==> src/eoc_pkg.sv <==
// Constants for the operations channel datagram responder
// Summary of operation
// - Indicator request answered by Indicators response
// - Single-bit indicators via overhead, multi-bit here
// - Inventory: 2C, tag, 01, 80, ID, version, serial
// - Inventory sent only for inventory command
// - Vendor identifier big-endian 32-bit unsigned
// - Serial number exactly 32 octets, vendor defined
// - Loop-test: 08, tag, 01, 81, two 16-bit fields
// - Loop-test sent only for test command
// - Mean quality 16-bit big-endian code
// - Zero-dB quality 16-bit big-endian code
// - Indicators: 14, tag, 01, 82, four counts
// - Indicators sent only for indicator request
// - Corrected-codeword counter 32-bit, wraps
// - Codeword and message counts sampled together
// - Header-error counter once per cell, wraps
// - Header-error and frame counts sampled together
// - Codeword message counter 32-bit, wraps
// - Transport frame counter 32-bit, wraps
// - Fixed cells per frame in frame mode
// - IDs below 80 commands, 80 and above responses
package eoc_pkg;
  localparam logic [7:0] EOC_LEN_CMD = 8'h04;
  localparam logic [7:0] EOC_VERSION = 8'h01;
  localparam logic [7:0] EOC_ID_GET_INV = 8'h00;
  localparam logic [7:0] EOC_ID_GET_TEST = 8'h01;
  localparam logic [7:0] EOC_ID_GET_IND = 8'h02;
  localparam logic [7:0] EOC_ID_INV = 8'h80;
  localparam logic [7:0] EOC_ID_TEST = 8'h81;
  localparam logic [7:0] EOC_ID_IND = 8'h82;
  localparam logic [7:0] EOC_LEN_INV = 8'h2C;
  localparam logic [7:0] EOC_LEN_TEST = 8'h08;
  localparam logic [7:0] EOC_LEN_IND = 8'h14;
  localparam logic [7:0] EOC_ZERO8 = 8'h00;
  localparam logic [31:0] EOC_ZERO32 = 32'h0000_0000;
  localparam logic [31:0] EOC_ONE32 = 32'h0000_0001;
  localparam int EOC_HDR_OCTETS = 4;
  localparam int EOC_SERIAL_OCTETS = 32;
  localparam int EOC_INV_OCTETS = 44;
  localparam int EOC_TEST_OCTETS = 8;
  localparam int EOC_IND_OCTETS = 20;
  localparam logic [5:0] EOC_IDX_ZERO = 6'h00;
  localparam logic [5:0] EOC_IDX_ONE = 6'h01;
  localparam int EOC_CMD_OCTETS = 4;
  localparam logic [1:0] EOC_CIDX_ZERO = 2'h0;
  localparam logic [1:0] EOC_CIDX_ONE = 2'h1;
  typedef enum logic [1:0] {
    EOC_RSP_INV,
    EOC_RSP_TEST,
    EOC_RSP_IND
  } eoc_rsp_t;
  typedef enum logic [1:0] {
    EOC_ST_RX,
    EOC_ST_TX
  } eoc_state_t;
endpackage : eoc_pkg

==> src/eoc_datagram_responder.sv <==
// Operations channel datagram responder with receive counters
`timescale 1ns/1ps
`default_nettype none
module eoc_datagram_responder #(
  parameter logic [31:0] VENDOR_ID = 32'h0000_0001, // Arbitrary value
  parameter logic [31:0] VENDOR_VERSION = 32'h0000_0001, // Arbitrary value
  parameter logic [255:0] SERIAL_NUMBER = 256'h0 // Arbitrary value, first octet in top bits
) (
  input wire logic clk_i,
  input wire logic arst_n_i,
  input wire logic [7:0] rx_data_i,
  input wire logic rx_valid_i,
  input wire logic rx_last_i,
  input wire logic [15:0] mean_quality_i,
  input wire logic [15:0] zero_db_quality_i,
  input wire logic fec_corrected_i,
  input wire logic hec_error_i,
  input wire logic fec_message_i,
  input wire logic tc_frame_i,
  output logic [7:0] tx_data_o,
  output logic tx_valid_o,
  output logic tx_last_o,
  input wire logic tx_ready_i,
  output logic rx_ready_o,
  output logic cmd_error_o
);
  eoc_pkg::eoc_state_t state, next_state;
  eoc_pkg::eoc_rsp_t rsp, next_rsp;
  logic [1:0] cidx, next_cidx;
  logic [7:0] clen, next_clen;
  logic [7:0] cver, next_cver;
  logic [7:0] tag, next_tag;
  logic [5:0] oidx, next_oidx;
  logic [5:0] olast, next_olast;
  logic [351:0] frame, next_frame;
  logic [31:0] cnt_fec, next_cnt_fec;
  logic [31:0] cnt_hec, next_cnt_hec;
  logic [31:0] cnt_msg, next_cnt_msg;
  logic [31:0] cnt_frm, next_cnt_frm;
  logic cmd_err, next_cmd_err;
  logic accept;
  logic [7:0] rx_id;

  // Handshake: input taken only while idle, output held until taken
  assign rx_ready_o = (state == eoc_pkg::EOC_ST_RX);
  assign accept = rx_valid_i && rx_ready_o;
  assign rx_id = rx_data_i;
  assign tx_valid_o = (state == eoc_pkg::EOC_ST_TX);
  assign tx_data_o = frame[351:344]; // Shift register, most significant octet first
  assign tx_last_o = tx_valid_o && (oidx == olast);
  assign cmd_error_o = cmd_err;

  // Counters wrap naturally at 32 bits; all cleared by reset
  always_comb begin
    next_cnt_fec = cnt_fec + (fec_corrected_i ? eoc_pkg::EOC_ONE32 : eoc_pkg::EOC_ZERO32);
    next_cnt_hec = cnt_hec + (hec_error_i ? eoc_pkg::EOC_ONE32 : eoc_pkg::EOC_ZERO32);
    next_cnt_msg = cnt_msg + (fec_message_i ? eoc_pkg::EOC_ONE32 : eoc_pkg::EOC_ZERO32);
    next_cnt_frm = cnt_frm + (tc_frame_i ? eoc_pkg::EOC_ONE32 : eoc_pkg::EOC_ZERO32);
  end

  always_ff @(posedge clk_i or negedge arst_n_i) begin
    if (!arst_n_i) begin
      cnt_fec <= eoc_pkg::EOC_ZERO32;
      cnt_hec <= eoc_pkg::EOC_ZERO32;
      cnt_msg <= eoc_pkg::EOC_ZERO32;
      cnt_frm <= eoc_pkg::EOC_ZERO32;
    end else begin
      cnt_fec <= next_cnt_fec;
      cnt_hec <= next_cnt_hec;
      cnt_msg <= next_cnt_msg;
      cnt_frm <= next_cnt_frm;
    end
  end

  // Command parser and response builder
  always_comb begin
    next_state = state;
    next_rsp = rsp;
    next_cidx = cidx;
    next_clen = clen;
    next_cver = cver;
    next_tag = tag;
    next_oidx = oidx;
    next_olast = olast;
    next_frame = frame;
    next_cmd_err = cmd_err;
    unique case (state)
      eoc_pkg::EOC_ST_RX: begin
        if (accept) begin
          next_cidx = cidx + eoc_pkg::EOC_CIDX_ONE;
          unique case (cidx)
            2'h0: begin
              next_clen = rx_data_i;
              next_cmd_err = 1'b0;
            end
            2'h1: next_tag = rx_data_i;
            2'h2: next_cver = rx_data_i;
            default: begin
              next_cidx = eoc_pkg::EOC_CIDX_ZERO;
              next_oidx = eoc_pkg::EOC_IDX_ZERO;
              // Check framing responses and unknown IDs are dropped
              if (clen != eoc_pkg::EOC_LEN_CMD || cver != eoc_pkg::EOC_VERSION
                  || !rx_last_i || rx_id[7]) begin
                next_cmd_err = 1'b1;
              end else if (rx_id == eoc_pkg::EOC_ID_GET_INV) begin
                next_state = eoc_pkg::EOC_ST_TX;
                next_rsp = eoc_pkg::EOC_RSP_INV;
                next_olast = 6'(eoc_pkg::EOC_INV_OCTETS - 1);
                next_frame = {eoc_pkg::EOC_LEN_INV, tag, eoc_pkg::EOC_VERSION,
                              eoc_pkg::EOC_ID_INV, VENDOR_ID, VENDOR_VERSION,
                              SERIAL_NUMBER};
              end else if (rx_id == eoc_pkg::EOC_ID_GET_TEST) begin
                next_state = eoc_pkg::EOC_ST_TX;
                next_rsp = eoc_pkg::EOC_RSP_TEST;
                next_olast = 6'(eoc_pkg::EOC_TEST_OCTETS - 1);
                next_frame = {eoc_pkg::EOC_LEN_TEST, tag, eoc_pkg::EOC_VERSION,
                              eoc_pkg::EOC_ID_TEST, mean_quality_i,
                              zero_db_quality_i, 288'h0};
              end else if (rx_id == eoc_pkg::EOC_ID_GET_IND) begin
                // Multi-bit indicators only leave through this answer
                next_state = eoc_pkg::EOC_ST_TX;
                next_rsp = eoc_pkg::EOC_RSP_IND;
                next_olast = 6'(eoc_pkg::EOC_IND_OCTETS - 1);
                // All four counts captured in the same cycle
                next_frame = {eoc_pkg::EOC_LEN_IND, tag, eoc_pkg::EOC_VERSION,
                              eoc_pkg::EOC_ID_IND, cnt_fec, cnt_hec, cnt_msg,
                              cnt_frm, 192'h0};
              end else begin
                next_cmd_err = 1'b1;
              end
            end
          endcase
          // Short datagram ended early: restart parsing
          if (rx_last_i && cidx != 2'h3) begin
            next_cidx = eoc_pkg::EOC_CIDX_ZERO;
            next_cmd_err = 1'b1;
          end
        end
      end
      eoc_pkg::EOC_ST_TX: begin
        if (tx_ready_i) begin
          next_frame = {frame[343:0], eoc_pkg::EOC_ZERO8};
          next_oidx = oidx + eoc_pkg::EOC_IDX_ONE;
          if (oidx == olast) begin
            next_state = eoc_pkg::EOC_ST_RX;
            next_oidx = eoc_pkg::EOC_IDX_ZERO;
          end
        end
      end
      default: next_state = eoc_pkg::EOC_ST_RX;
    endcase
  end

  always_ff @(posedge clk_i or negedge arst_n_i) begin
    if (!arst_n_i) begin
      state <= eoc_pkg::EOC_ST_RX;
      rsp <= eoc_pkg::EOC_RSP_INV;
      cidx <= eoc_pkg::EOC_CIDX_ZERO;
      clen <= eoc_pkg::EOC_ZERO8;
      cver <= eoc_pkg::EOC_ZERO8;
      tag <= eoc_pkg::EOC_ZERO8;
      oidx <= eoc_pkg::EOC_IDX_ZERO;
      olast <= eoc_pkg::EOC_IDX_ZERO;
      frame <= '0;
      cmd_err <= 1'b0;
    end else begin
      state <= next_state;
      rsp <= next_rsp;
      cidx <= next_cidx;
      clen <= next_clen;
      cver <= next_cver;
      tag <= next_tag;
      oidx <= next_oidx;
      olast <= next_olast;
      frame <= next_frame;
      cmd_err <= next_cmd_err;
    end
  end
endmodule : eoc_datagram_responder
`default_nettype wire

==> config.mk <==
export PLATFORM = sky130hd
export DESIGN_NAME = eoc_datagram_responder
export DESIGN_NICKNAME = d
export VERILOG_FILES = /design/src/eoc_pkg.sv /design/src/eoc_datagram_responder.sv
export SDC_FILE = /design/constraint.sdc
export NUM_CORES = 1
export LEC_CHECK = 0
export ABC_AREA = 1
export BUFFER_PORTS_ARGS = -buffer_cell sky130_fd_sc_hd__buf_2
export CAP_MARGIN = 20
export CORE_MARGIN = 2
export CORE_UTILIZATION = 63
export CTS_BUF_LIST = sky130_fd_sc_hd__clkbuf_16
export DETAILED_ROUTE_END_ITERATION = 6
export PLACE_DENSITY_LB_ADDON = 0.12
export SYNTH_ARGS = -nofsm -noshare
export SYNTH_HDL_FRONTEND = slang
export SYNTH_SLANG_ARGS = --single-unit
==> constraint.sdc <==
create_clock -name clk_i -period 2.4 [get_ports clk_i]
set_input_delay 0.6 -clock clk_i [delete_from_list [all_inputs] [get_ports clk_i]]
set_output_delay 0.6 -clock clk_i [all_outputs]
set_load 0.02 [all_outputs]
Word level (Yosys, flattened, before mapping) --
Cells that the tools add are included.
Storage, ports and cells: bits in registers 521, input port bits 49, output and inout bits 12, logic and storage cells 100
Cells by class: eq/ne operators 19, reduce and logical (&&, ||, !) cells 23, mux-type cells 37, bitwise operators 2, add/sub/neg operators 6
Operators by type and width (number):
- $mux 352 | 7
- $pmux 352 s2 | 1
- $add 32x1->32 | 4
- $mux 6 | 7
- $mux 2 | 10
- $reduce_and 6->1 | 3
- $ne 4x2->1 const B | 3
- $pmux 6 s2 | 1
- $mux 1 | 9
- $reduce_and 3->1 | 3
- $eq 8x1->1 const B | 1
- $eq 8x2->1 const B | 1
- $logic_not 8->1 | 1
- $ne 2x1->1 const B | 4
- $ne 8x1->1 const B | 1
- $ne 8x3->1 const B | 1
- $add 6x1->6 const B | 1
- $eq 6x6->1 | 1
- $ne 2x2->1 const B | 3
- $reduce_and 5->1 | 1
- $eq 2x1->1 const B | 2
- $logic_not 2->1 | 2
- $ne 4x1->1 const B | 1
- $pmux 2 s2 | 1
- 13 further kinds | 18

Logic depth before layout (Yosys ltp) --
depth in word-level cells 8, mapped depth 10, mapped depth without buffers 10

Least setup slack after synthesis --
No wires, ideal clock.
path kind input to register, start point input port fec_corrected_i, end point register cnt_fec[20], cell stages on the path 9, required time 2277 ps, path buffers 0, slack 409 ps, data arrival time 1868 ps, setup time 123 ps, cell sequence ha_1 ha_1 nand3_1 nor2_1 nand2_1 nor2_1 nand2_1 o21ai_0 nand2_1
Between the ends: word-level cells in the longest chain between the ends 2
RTL lines:
- start: declaration | line eoc_datagram_responder.sv:16 | input wire logic fec_corrected_i,
- $mux 1 | line eoc_datagram_responder.sv:55 | next_cnt_fec = cnt_fec + (fec_corrected_i ? eoc_pkg::EOC_ONE32 : eoc_pkg::EOC_ZERO32);
- $add 32x1->32 | line eoc_datagram_responder.sv:55
- net next_cnt_fec[20] | line eoc_datagram_responder.sv:36 | logic [31:0] cnt_fec, next_cnt_fec;
- end signal: assignment | line eoc_datagram_responder.sv:63 | cnt_fec <= eoc_pkg::EOC_ZERO32;
- end signal: assignment | line eoc_datagram_responder.sv:68 | cnt_fec <= next_cnt_fec;
- end: declaration | line eoc_datagram_responder.sv:36
The timed path passes the listed nets, and every way through them passes these cells. A chain may end at the register's enable or synchronous reset.

Worst setup path in the final report --
start point register oidx[3], end point output port tx_last_o
Between the ends: word-level cells in the longest chain between the ends 2
RTL lines:
- start: declaration | line eoc_datagram_responder.sv:33 | logic [5:0] oidx, next_oidx;
- start signal: assignment | line eoc_datagram_responder.sv:162 | oidx <= eoc_pkg::EOC_IDX_ZERO;
- start signal: assignment | line eoc_datagram_responder.sv:173 | oidx <= next_oidx;
- $eq 6x6->1 | line eoc_datagram_responder.sv:50 | assign tx_last_o = tx_valid_o && (oidx == olast);
- $logic_and 1x1->1 | line eoc_datagram_responder.sv:50
- end: declaration | line eoc_datagram_responder.sv:22 | output logic tx_last_o,
No other way between the ends.

==> Implementation_results.wiki <==
{| class="wikitable"
! Metric !! Value
|-
| Class of the tightest hold or removal check || input pin to asynchronous set/reset pin
|-
| Result of the run || completed
|-
| Most common cell after layout, fill and taps aside || nand2_1
|-
| Fraction of synthesis flops using an asynchronous set or reset pin || 100%
|-
| Commonest cells after routing, fill and taps aside || 919 x nand2_1, 325 x dfrtp_1, 257 x nand3_1, 164 x nor2_1, 137 x inv_1
|-
| Number of buffers added for setup after CTS || 0
|-
| Setup_tns || 0 ns
|-
| Clock period minus final worst setup slack || 2.25 ns
|-
| Number of filler instances in the final layout || 2164
|-
| Post-synth EDFFs || 0
|-
| Total iterations of the first detailed-routing run || 5
|-
| Global-route total usage across every layer || approximately 30%
|-
| Num CTS Buffers || 36
|-
| Avg Cell Area, Syn || 7.53 µm²
|-
| Routed length on met3 || about 2.3 mm
|-
| Initial core utilization || 64.2%
|-
| CP max FO || 5
|-
| Worst Reg-to-Reg Cells || 9
|-
| Share of power burned in registers || 41.6%
|-
| Worst r2r src || cnt_fec[0]
|-
| Core ar. || 26100 µm²
|-
| Ys Warns || 0
|-
| Number of nets with antenna violations after detailed routing || 0
|-
| # hold bufs at CTS || 0
|-
| Met1 Wirelength || between 15 and 20 mm
|-
| RD Place Congestion || 0.910
|-
| Clock Sinks || 326
|-
| Register-to-Register Setup Slack || 0.41 ns
|-
| Clock latency of the later-clocked register in the worst-skew pair || 0.52 ns
|-
| Die span in x || 167 µm
|-
| Internal Dissipation || 12.3 mW
|-
| Setup crit end kind || primary output
|-
| Number of port buffers || 60
|-
| Seq/Total Area, Yosys || 48.8%
|-
| Total of max-cap violations || 0
|-
| Switching part of the total power || 37.1%
|-
| Cell Area, Synth || 16700 µm²
|-
| Worst-case clock skew || 0.0134 ns
|-
| Pwr Density || 1060 nW/µm²
|-
| Clock Tree Buf Depth || 3
|-
| Final count of pins violating max slew || 0
|-
| Most used flip-flop cell after synthesis || dfrtp_1
|-
| Final std cells w/o fill || 2611
|-
| Number of antenna violations at the first check in global routing || 0
|-
| Endpoint arrival time on the critical path || 1.65 ns
|-
| Inserted Diodes || 0
|-
| Synthesized netlist net count || 2284
|-
| Detailed-route DRC error count || 0
|-
| Multi-input logic area || 7570 µm²
|-
| Fmax achieved || 444 MHz
|-
| Top sig layer || met4
|-
| Sequential cell area || between 8000 and 9000 µm²
|-
| Net total in the final layout || 2314
|-
| Maximum VDD drop || a little under 0.9 mV
|-
| Leftover overflow at the end of global routing || 0
|-
| Start point of the critical path || oidx[3]
|-
| Startpoint Class || flop
|-
| Maximum number of pins on one net before global-route repair || around 100
|-
| Placed wire-length estimate after detailed placement || 27.9 mm
|-
| Routed vias || 14500
|-
| Slew at the pin closest to its max-slew limit || 0.819 ns
|-
| Vias in the first global route || between 10000 and 15000
|-
| Number of DRC markers after the initial detailed-route iteration || 1417
|-
| Master cell of the clock root buffer || clkbuf_16
|-
| Average wire length per cell after detail routing || approximately 16 µm
|-
| Routed met2 length || 19.0 mm
|-
| Num rows || 59
|-
| Average vias per placed instance || about 5.5
|-
| Clock transition at the register clock pins on the worst setup and hold paths after CTS || about 0.060 ns
|-
| CTS tree || done
|-
| Unrepaired setup endpoints after global routing || no
|-
| Post-synth cell types || 31
|-
| Die area || 27900 µm²
|-
| Critical path type || flop to primary output
|-
| Count of placed standard cells including taps || 2549
|-
| Setup-failing EPs final || 0
|-
| Leakage power summed over all cells || between 9 and 10 nW
|-
| Total Wirelength || ~42 mm
|-
| Power dissipated by switching net loads || 7.28 mW
|-
| Post-Synthesis Cells || around 2200
|-
| Portion of total power attributed to the clock network || 28.3%
|-
| Worst slew slack as a fraction of its limit || 45.4%
|-
| Layout cells sized above 1 || 7.25%
|-
| End of the critical path || tx_last_o
|-
| Area growth from synthesis to layout || 11.0%
|-
| Combinational share of power || 30.1%
|-
| Level count of the clock H-tree || 2
|-
| Data required time at the worst endpoint || 1.80 ns
|-
| Register bit total from synthesis || 326
|-
| First-pass GRT wire length || 70.1 mm
|-
| Post-route clock period utilization || between 90 and 100%
|-
| Num ports || 61
|-
| Final Hold Viols || 0
|-
| Floorplan die height || 167 µm
|-
| Capture point of the worst reg-to-reg path || cnt_fec[20]
|}
[power by group through the flow]
| stage | sequential (mW) | combinational (mW) | clock [mW] |
|---|---|---|---|
| after CTS | 8.14 | 5.91 | 5.63 |
| after detailed placement | 8.20 | 5.85 | 0 |
| after floorplan | 7.91 | 4.52 | 0 |
| final | 8.15 | 5.89 | 5.55 |
| after global placement | 8.17 | 5.69 | 0 |
| after global routing | 8.36 | 6.73 | 5.84 |
[Yosys cell counts, drive strengths merged, types with 15 or more instances]
| cell type | instances | area [µm²] |
|---|---|---|
| o21ai | 60 | 308 |
| nand3b | 18 | 135 |
| inv | 135 | 507 |
| clkbuf | 41 | 154 |
| nand4 | 24 | 150 |
| nand2 | 923 | 3470 |
| nand3 | 258 | 1300 |
| xnor2 | 15 | 131 |
| buf | 64 | 360 |
| nor2 | 168 | 643 |
| dfrtp | 326 | 8160 |
| xor2 | 92 | 806 |
| nor3 | 66 | 330 |
[worst max-delay path, stage by stage, from the launching register on]
cell     delay (ns)
dfrtp_1        0.37
inv_1          0.13
nand2_1        0.07
o21ai_1        0.18
nand4_1        0.12
inv_1          0.10
buf_2          0.17
[final cells by class]
class,count,share of cell area (%)
multi-input combinational,1655,40.8
clock buffer,37,4.99
sequential,326,44.0
clock inverter,25,1.29
inverter,136,2.76
tap,335,2.26
timing repair buffer,97,3.93
[registers in the layout, summed over array words and instances (netlist names), 2 cells and up]
signal,cells
cnt_hec,32
cnt_fec,32
cver,8
clen,8
olast,4
cnt_msg,32
tag,8
cnt_frm,32
cidx,2
frame,160
oidx,6
[metal layers]
metal	global-route usage, %	up-vias
li1	-	7053
met2	46.8	443
met4	7.53	0
met3	3.45	67
met1	46.6	6924
met5	0	-
[repair_timing]
action,in CTS,in global routing
endpoints found under the hold margin,0,0
gates resized for setup,1,1
endpoints found under the setup margin,1,1
[stage by stage]
step	instance area, µm²	utilization, %	hold WS (ns)	power [mW]	setup slack [ns]
floorplan	16700	-	0.304	12.4	0.409
global placement	17400	66.7	0.449	13.9	0.165
detailed placement	17400	66.7	0.457	14.0	0.122
CTS	18600	71.2	0.0400	19.7	0.0706
global route	18600	71.2	0.0660	20.9	0.0434
finish	18600	71.2	0.0368	19.6	0.148
[cell families (layout without fill, tap and decap cells)]
kind of cell / after synthesis / after routing / share of synthesized area (%)
AO/OA/AOI/OAI: 71 / 71 / 2.18
AND/OR/NAND/NOR: 1464 / 1464 / 36.3
buffers and inverters: 241 / 295 / 6.13
adder cells (fa/ha/maj): 13 / 13 / 0.973
XOR/XNOR: 107 / 107 / 5.60
flip-flops: 326 / 326 / 48.8
[worst min path at each step]
stage                     startpoint     endpoint  slack, ns  depth (start not counted)
final                       arst_n_i  cnt_msg[24]       0.04                          1
after global routing        arst_n_i  cnt_msg[20]       0.07                          1
after CTS                   arst_n_i  cnt_msg[12]       0.04                          1
after detailed placement  frame[319]   frame[319]       0.46                          2
after global placement    frame[344]   frame[344]       0.45                          2
after floorplan             arst_n_i      cidx[0]       0.30                          0
(Power assumes the default switching activity.)
